$ cat src/hdl/sst_pkg.sv
// Package with constants shared by the serial slave front end
package sst_pkg;
    localparam int unsigned CLK_HZ            = 10_000_000;
    localparam int unsigned TIMEOUT_MIN_MS    = 25;
    localparam int unsigned TIMEOUT_MAX_MS    = 35;
    // Aim at the middle of the window; must lie between min and max
    localparam int unsigned TIMEOUT_MS        = 30;
    localparam int unsigned TIMEOUT_CYC       = CLK_HZ / 1000 * TIMEOUT_MS;
    localparam int unsigned GLITCH_NS         = 100;
    localparam int unsigned CLK_NS            = 1_000_000_000 / CLK_HZ;
    // Filter must outlast the longest spike, so it rounds up plus one
    localparam int unsigned GLITCH_CYC        = (GLITCH_NS + CLK_NS - 1) / CLK_NS + 1;
    localparam int unsigned POWERUP_MS        = 100;
    localparam int unsigned POWERUP_CYC       = CLK_HZ / 1000 * POWERUP_MS;
    localparam logic [3:0]  PREAMBLE_SENSOR   = 4'h3;
    localparam logic [3:0]  PREAMBLE_STORE    = 4'ha;
    localparam logic [3:0]  ACK_BIT           = 4'h8;
    localparam logic [3:0]  BYTE_LAST_BIT     = 4'h7;

    typedef enum logic [2:0]
    {
        SST_IDLE  = 3'b000,
        SST_ADDR  = 3'b001,
        SST_AACK  = 3'b010,
        SST_WDATA = 3'b011,
        SST_DACK  = 3'b100,
        SST_RDATA = 3'b101,
        SST_MACK  = 3'b110
    } sst_state_e;
endpackage : sst_pkg

$ cat src/hdl/sst_pin_filter.sv
// Two-flop synchroniser followed by a spike-suppressing stability filter
`timescale 1ns/1ps
module sst_pin_filter
    import sst_pkg::*;
#(
    parameter int unsigned FILT_CYC = GLITCH_CYC
)
(
    // Clock and reset
    input  wire logic clock,
    input  wire logic resetn,
    // Pin in, clean level out
    input  wire logic pinIn,
    output logic      levelOut
);
    typedef struct packed
    {
        logic       meta;
        logic       sync;
        logic       level;
        logic [7:0] cnt;
    } sst_filt_s;

    sst_filt_s filt_reg;
    sst_filt_s filt_next;

    always_comb
    begin
        filt_next      = filt_reg;
        filt_next.meta = pinIn;
        filt_next.sync = filt_reg.meta;
        // Level changes only after it holds steady past the spike width
        if (filt_reg.sync == filt_reg.level)
            filt_next.cnt = 8'h00;
        else if (filt_reg.cnt >= 8'(FILT_CYC - 1))
        begin
            filt_next.level = filt_reg.sync;
            filt_next.cnt   = 8'h00;
        end
        else
            filt_next.cnt = filt_reg.cnt + 8'h01;
    end

    always_ff @(posedge clock or negedge resetn)
    begin
        if (!resetn)
            filt_reg <= '{meta: 1'b1, sync: 1'b1, level: 1'b1, cnt: 8'h00};
        else
            filt_reg <= filt_next;
    end

    assign levelOut = filt_reg.level;
endmodule : sst_pin_filter

$ cat src/hdl/sst_slave.sv
// Two-wire slave front end with SCL-low timeout, address match and alert
// Contract
// [RULE_01] SCL low past timeout resets, frees SDA
// [RULE_02] Timeout counts only in frame, SCL low
// [RULE_03] Later revision: timeout covers both targets
// [RULE_04] Any SCL rate up to 400 kHz
// [RULE_05] Sample on SCL rise, change on fall
// [RULE_06] Suppress input spikes up to 100 ns
// [RULE_07] First valid reading within 100 ms
// [RULE_08] Open-drain alert on over/under limits
// [RULE_09] Address low bits from select pins
// [RULE_10] Host makes all SCL pulses
// [RULE_11] Preamble picks sensor or store, then R/W
// [RULE_12] Receiver acknowledges on ninth clock
// [RULE_13] No address ack during store write
// [RULE_14] START/STOP are SDA edges with SCL high
// [RULE_15] Timeout length is a parameter in window
`timescale 1ns/1ps
module sst_slave
    import sst_pkg::*;
#(
    parameter int unsigned TIMEOUT_CYCLES = TIMEOUT_CYC,
    parameter int unsigned POWERUP_CYCLES = POWERUP_CYC,
    parameter bit          LATE_REVISION  = 1'b1
)
(
    // Clock and reset
    input  wire logic       clock,
    input  wire logic       resetn,
    // Bus pins
    input  wire logic       sclIn,
    input  wire logic       sdaIn,
    output logic            sdaOut,
    output logic            sdaOe,
    input  wire logic [2:0] addrSelectPins,
    // Alert pin and its sources
    input  wire logic       alertEnable,
    input  wire logic       alertOverLimit,
    input  wire logic       alertUnderLimit,
    output logic            alertOut,
    output logic            alertOe,
    // Core side
    input  wire logic       storeWriteBusy,
    input  wire logic [7:0] txData,
    output logic [7:0]      rxData,
    output logic            rxValid,
    output logic            txTaken,
    output logic            targetStore,
    output logic            readMode,
    output logic            busActive,
    output logic            timeoutEvent,
    output logic            readingValid
);
    typedef struct packed
    {
        sst_state_e  state;
        logic        sclPrev;
        logic        sdaPrev;
        logic        frame;
        logic [3:0]  bitCnt;
        logic [7:0]  shift;
        logic        sdaLow;
        logic        store;
        logic        rd;
        logic [31:0] toCnt;
        logic [31:0] puCnt;
        logic        puDone;
        logic [7:0]  rxData;
        logic        rxValid;
        logic        txTaken;
        logic        timeout;
        logic [2:0]  pinMeta;
        logic [2:0]  pinSync;
    } sst_slave_s;

    sst_slave_s s_reg;
    sst_slave_s s_next;
    logic       scl;
    logic       sda;
    logic       sclRise;
    logic       sclFall;
    logic       startCond;
    logic       stopCond;

    // Filtered inputs: spikes never become edges or bus conditions
    sst_pin_filter u_sclFilt (.clock(clock), .resetn(resetn), // RULE_06
        .pinIn(sclIn), .levelOut(scl));
    sst_pin_filter u_sdaFilt (.clock(clock), .resetn(resetn), // RULE_06
        .pinIn(sdaIn), .levelOut(sda));

    // Edges come only from the host's clock; SCL is never driven here
    assign sclRise   = scl && !s_reg.sclPrev; // RULE_10
    assign sclFall   = !scl && s_reg.sclPrev;
    assign startCond = scl && s_reg.sclPrev && s_reg.sdaPrev && !sda; // RULE_14
    assign stopCond  = scl && s_reg.sclPrev && !s_reg.sdaPrev && sda; // RULE_14

    function automatic logic addrHit(input logic [7:0] a,
                                     input logic [2:0] pins);
        addrHit = (a[7:4] == PREAMBLE_SENSOR || a[7:4] == PREAMBLE_STORE)
                  && a[3:1] == pins; // RULE_09 RULE_11
    endfunction : addrHit

    always_comb
    begin
        s_next         = s_reg;
        s_next.sclPrev = scl;
        s_next.sdaPrev = sda;
        s_next.rxValid = 1'b0;
        s_next.txTaken = 1'b0;
        s_next.timeout = 1'b0;
        // Select pins are board levels from outside the clock domain
        s_next.pinMeta = addrSelectPins;
        s_next.pinSync = s_reg.pinMeta;
        if (s_reg.puCnt >= 32'(POWERUP_CYCLES - 1))
            s_next.puDone = 1'b1; // RULE_07
        else
            s_next.puCnt = s_reg.puCnt + 32'h1;
        // Counter is cleared whenever SCL is seen high
        if (!s_reg.frame || scl)
            s_next.toCnt = 32'h0; // RULE_02
        else
            s_next.toCnt = s_reg.toCnt + 32'h1; // RULE_02
        if (startCond)
        begin
            s_next.frame  = 1'b1;
            s_next.state  = SST_ADDR;
            s_next.bitCnt = 4'h0;
            s_next.sdaLow = 1'b0;
        end
        else if (stopCond)
        begin
            s_next.frame  = 1'b0;
            s_next.state  = SST_IDLE;
            s_next.sdaLow = 1'b0;
        end
        else if (sclRise)
        begin
            // Data sampled on the rising edge at SCL rates up to 400 kHz
            case (s_reg.state) // RULE_04
                SST_ADDR, SST_WDATA:
                begin
                    s_next.shift  = {s_reg.shift[6:0], sda}; // RULE_05
                    s_next.bitCnt = s_reg.bitCnt + 4'h1;
                end
                SST_RDATA:
                    s_next.bitCnt = s_reg.bitCnt + 4'h1;
                SST_MACK:
                    if (sda)
                        s_next.state = SST_IDLE; // Master NoACK ends read
                default:
                    ;
            endcase
        end
        else if (sclFall)
        begin
            // Data and ack changes of SDA happen on the falling edge; START, STOP and timeout only release it
            s_next.sdaLow = 1'b0; // RULE_05
            case (s_reg.state)
                SST_ADDR:
                    if (s_reg.bitCnt == ACK_BIT)
                    begin
                        // Busy store stays silent so host can poll
                        if (addrHit(s_reg.shift, s_reg.pinSync)
                            && !(s_reg.shift[7:4] == PREAMBLE_STORE
                                 && storeWriteBusy)) // RULE_13
                        begin
                            s_next.state  = SST_AACK;
                            s_next.sdaLow = 1'b1; // RULE_12
                            s_next.store  = s_reg.shift[7:4] == PREAMBLE_STORE;
                            s_next.rd     = s_reg.shift[0];
                        end
                        else
                            s_next.state = SST_IDLE;
                    end
                SST_AACK, SST_DACK:
                begin
                    s_next.bitCnt = 4'h0;
                    if (s_reg.rd)
                    begin
                        s_next.state   = SST_RDATA;
                        s_next.shift   = txData;
                        s_next.txTaken = 1'b1;
                        s_next.sdaLow  = !txData[7]; // RULE_05
                    end
                    else
                        s_next.state = SST_WDATA;
                end
                SST_WDATA:
                    if (s_reg.bitCnt == ACK_BIT)
                    begin
                        s_next.state   = SST_DACK;
                        s_next.sdaLow  = 1'b1; // RULE_12
                        s_next.rxData  = s_reg.shift;
                        s_next.rxValid = 1'b1;
                    end
                SST_RDATA:
                    if (s_reg.bitCnt == ACK_BIT)
                        s_next.state = SST_MACK;
                    else
                    begin
                        s_next.shift  = {s_reg.shift[6:0], 1'b1};
                        s_next.sdaLow = !s_reg.shift[6]; // RULE_05
                    end
                SST_MACK:
                    s_next.state = SST_DACK;
                default:
                    ;
            endcase
        end
        // Timeout resets the interface; the early part spares the store
        if (s_reg.toCnt >= 32'(TIMEOUT_CYCLES - 1)
            && (LATE_REVISION || !s_reg.store)) // RULE_03 RULE_15
        begin
            s_next.state   = SST_IDLE; // RULE_01
            s_next.frame   = 1'b0;
            s_next.sdaLow  = 1'b0; // RULE_01
            s_next.toCnt   = 32'h0;
            s_next.timeout = 1'b1;
        end
    end

    always_ff @(posedge clock or negedge resetn)
    begin
        if (!resetn)
            s_reg <= '{state: SST_IDLE, sclPrev: 1'b1, sdaPrev: 1'b1,
                       default: '0};
        else
            s_reg <= s_next;
    end

    assign sdaOut       = 1'b0;
    assign sdaOe        = !s_reg.sdaLow;
    assign alertOut     = 1'b0;
    // Open-drain alert: pulled low only while enabled and out of limits
    assign alertOe      = !(alertEnable && s_reg.puDone
                            && (alertOverLimit || alertUnderLimit)); // RULE_08
    assign rxData       = s_reg.rxData;
    assign rxValid      = s_reg.rxValid;
    assign txTaken      = s_reg.txTaken;
    assign targetStore  = s_reg.store;
    assign readMode     = s_reg.rd;
    assign busActive    = s_reg.frame;
    assign timeoutEvent = s_reg.timeout;
    assign readingValid = s_reg.puDone;
endmodule : sst_slave

$ cat config.mk
export PLATFORM = sky130hd
export DESIGN_NAME = sst_slave
export DESIGN_NICKNAME = d
export VERILOG_FILES = /design/src/hdl/sst_pkg.sv /design/src/hdl/sst_pin_filter.sv /design/src/hdl/sst_slave.sv
export SDC_FILE = /design/constraint.sdc
export NUM_CORES = 1
export LEC_CHECK = 0
export ABC_CLOCK_PERIOD_IN_PS = 2800
export BUFFER_PORTS_ARGS = -buffer_cell sky130_fd_sc_hd__buf_2
export CAP_MARGIN = 30
export CORE_UTILIZATION = 55
export CTS_BUF_LIST = sky130_fd_sc_hd__clkbuf_4
export DETAILED_ROUTE_END_ITERATION = 12
export GPL_TIMING_DRIVEN = 0
export PLACE_DENSITY = 0.74
export SYNTH_ARGS = -nofsm -noshare
export SYNTH_HDL_FRONTEND = slang
export SYNTH_SLANG_ARGS = --single-unit
export TNS_END_PERCENT = 100
$ cat constraint.sdc
create_clock -name clock -period 2.8 [get_ports clock]
set_input_delay 0.56 -clock clock [delete_from_list [all_inputs] [get_ports clock]]
set_output_delay 0.56 -clock clock [all_outputs]
set_load 0.01 [all_outputs]
==> metrics <==
fin. max-slew vios 0; CP max stage cell dfstp_2; Crit path max-delay family compound AO/OA/AOI/OAI gates; crit share post-route between 80 and 90%; cell row count 35; die area just over 10000 µm²; R2R Path Start u_sclFilt.levelOut; post-synthesis xor/xnor area fraction a little over 7%; Worst Hold Class in -> reg; initial antenna violation count 0; CTS clk-pin slew, worst paths roughly 0.12 ns; Sequential Area around 3100 µm²; hold_sp sdaIn; critical path required time 3.19 ns; vias per cell 5.101; DRC Markers 0; Synth Flop Type dfrtp_1; Post-Synth Adder-Cell Area about 3.0%; Final #Nets about 600; CP arrival 2.74 ns; vias in the first global route 3566; CTS tree built; library cells used by synthesis between 50 and 60; fmax 0.4247 GHz; die width slightly above 100 µm; crit path cell chain ha_1 > clkbuf_1 > inv_1 > a2111o_1 > a21oi_1 > nor2_1 > o21ai_0 > o21ai_0; reg2reg end s_reg[95]; Post CTS Setup Buffer Count 0; largest family of logic cells by synthesized area simple AND/OR/NAND/NOR gates; worst setup margin 0.4456 ns; Pleak ~0.0029 µW; multiplexer area fraction after synthesis between 2 and 3%; Synth Area in Compound Gates under 10%; CTS Buf Count 17; WS Path Type reg -> reg; Critical Path Source Type flip-flop; Syn. warnings 0; root buf cell clkbuf_4; Final ANT Viol Nets 0; Reg2Reg Setup Slack ~0.45 ns; RSZ-0062 raised after global routing false; Multi-input gate area 2077 µm²; met3 WL 274 µm; final hold violation count 0; Clock Latency Late Sink around 0.50 ns; clock sink count ~130; max cap viols 0; CTS-repair resized insts 0; # fillers around 800; vias after detailed routing 3637; first-pass iteration count of the detailed router 4; top layer in use met4; Clock Tree Buf Depth 2; Worst Hold Path Cells 1; Max stage delay on crit path approximately 0.6 ns; Post-synth ARST share 100.0%; fin crit period ~2.4 ns; worst min-delay path endpoint u_sdaFilt.filt_next[9]; final wirelength between 8 and 9 mm; Die Y slightly above 100 µm; Post-synth EDFFs 0; CP endpoint kind flip-flop; synthesized area roughly 5400 µm²; Most common cell on crit path o21ai_0; Starting DRT DRC Count 176; Buf+Inv Stages, Crit Path 2; Yosys reg bits ~130; met2 wire length 4.483 mm; Crit path depth 8; commonest non-fill, non-tap cell in the layout dfrtp_1; Synth Area in Simple Gates around 17%; Antenna diodes 0; max reg flops 85; first-pass GRT wire length about 16 mm; pre-CTS WS roughly 0.46 ns; commonest cells after routing, fill and taps aside dfrtp_1 (117), nor2_1 (48), nand2_1 (47); DR WL/cell 12.60 µm; Tot GR Track Use approximately a fifth; Synth Instances 491; CP max FO 10; register area share after synthesis roughly three fifths; R2R depth 8; Peak VDD IR between 0.3 and 0.4 mV; Initial Utilization a little under three fifths; number of H-tree levels 4; area delta synth->final 13.72%; Hold-fix buffers, CTS 1; I/O Pins 38; Final Power approximately 3200 µW; HPWL after detailed placement around 6 mm; largest net degree at the start of global routing 105; count of final setup violators 0; synth top area cells dfrtp_1 (55%), xor2_1 (5.1%), dfstp_2 (3.9%), nor2_1 (3.4%), nand2_1 (3.3%); Yosys top cell area share between 50% and 60%; Port-buffer cells 35; Metal-1 WL between 4 and 5 mm; core area around 9400 µm²; area leader, netlist dfrtp_1; syn avg cell area 10.94 µm²; layout cells sized above 1 approximately a fifth; GRT overflow 0; Final Skew about 0.018 ns; outcome finished, final reports clean; pwr dens approximately 520 nW/µm²; RePlAce Congestion 0.8310
==> Yosys cell counts, drive strengths merged (5+ instances only) <==
| cell type | count |
|---|---|
| a22oi | 9 |
| inv | 19 |
| nor2 | 48 |
| mux2 | 12 |
| nor3 | 14 |
| buf | 13 |
| and3 | 12 |
| a21oi | 7 |
| xor2 | 31 |
| dfstp | 8 |
| nand2b | 5 |
| nand4 | 5 |
| xnor2 | 13 |
| ha | 13 |
| nand3 | 20 |
| clkbuf | 21 |
| nand2 | 48 |
| nor4 | 10 |
| dfrtp | 117 |
| o21ai | 21 |
==> layer usage <==
layer	global-route usage, %	up-vias
li1	-	1787
met5	0	-
met3	6.449	4
met4	7.469	0
met1	28.28	1773
met2	31.51	73
==> where the power goes <==
part	switching [µW]	leakage [µW]	internal (µW)
Sequential	32.8	0.00163	1850
Clock	709	0.000134	454
Combinational	86.7	0.00110	49.2
Total	828	0.00287	2360
==> stage by stage <==
step           util [%]  hold slack [ns]  area (µm²)  instances  setup TNS [ns]
6_report          65.18           0.1505        6108        713               0
5_1_grt           65.18          0.07372        6108        713               0
4_1_cts           65.18           0.1006        6108        713               0
3_5_place_dp      62.23           0.3402        5832        680               0
3_3_place_gp      61.87           0.3331        5798        679          -35.43
2_1_floorplan         -           0.2644        5461        515               0
==> final cells by class <==
type | instances | share of cell area (%)
Sequential cell | 125 | 51.37
Multi-Input combinational cell | 337 | 34.00
Timing Repair Buffer | 37 | 3.585
Buffer | 34 | 2.868
Tap cell | 129 | 2.642
Clock inverter | 15 | 2.274
Clock buffer | 17 | 2.089
Inverter | 19 | 1.168
==> how the worst max path moves through the flow <==
stage	start	end	slack [ns]
3_3_place_gp	resetn	s_reg[72]	-0.31
6_report	u_sclFilt.levelOut	s_reg[95]	0.45
2_1_floorplan	s_reg[99]	s_reg[96]	0.75
4_1_cts	u_sdaFilt.levelOut	readMode	0.41
3_5_place_dp	u_sclFilt.levelOut	s_reg[95]	0.46
5_1_grt	u_sclFilt.levelOut	s_reg[95]	0.20
==> logic make-up (layout without fill, tap and decap cells) <==
group | Yosys count | after routing
buffers and inverters | 53 | 122
other | 1 | 25
XOR/XNOR | 44 | 44
AO/OA/AOI/OAI | 56 | 56
AND/OR/NAND/NOR | 185 | 185
flip-flops | 125 | 125
multiplexers | 14 | 14
adder cells (fa/ha/maj) | 13 | 13
Power figures use the tool's default switching activity.
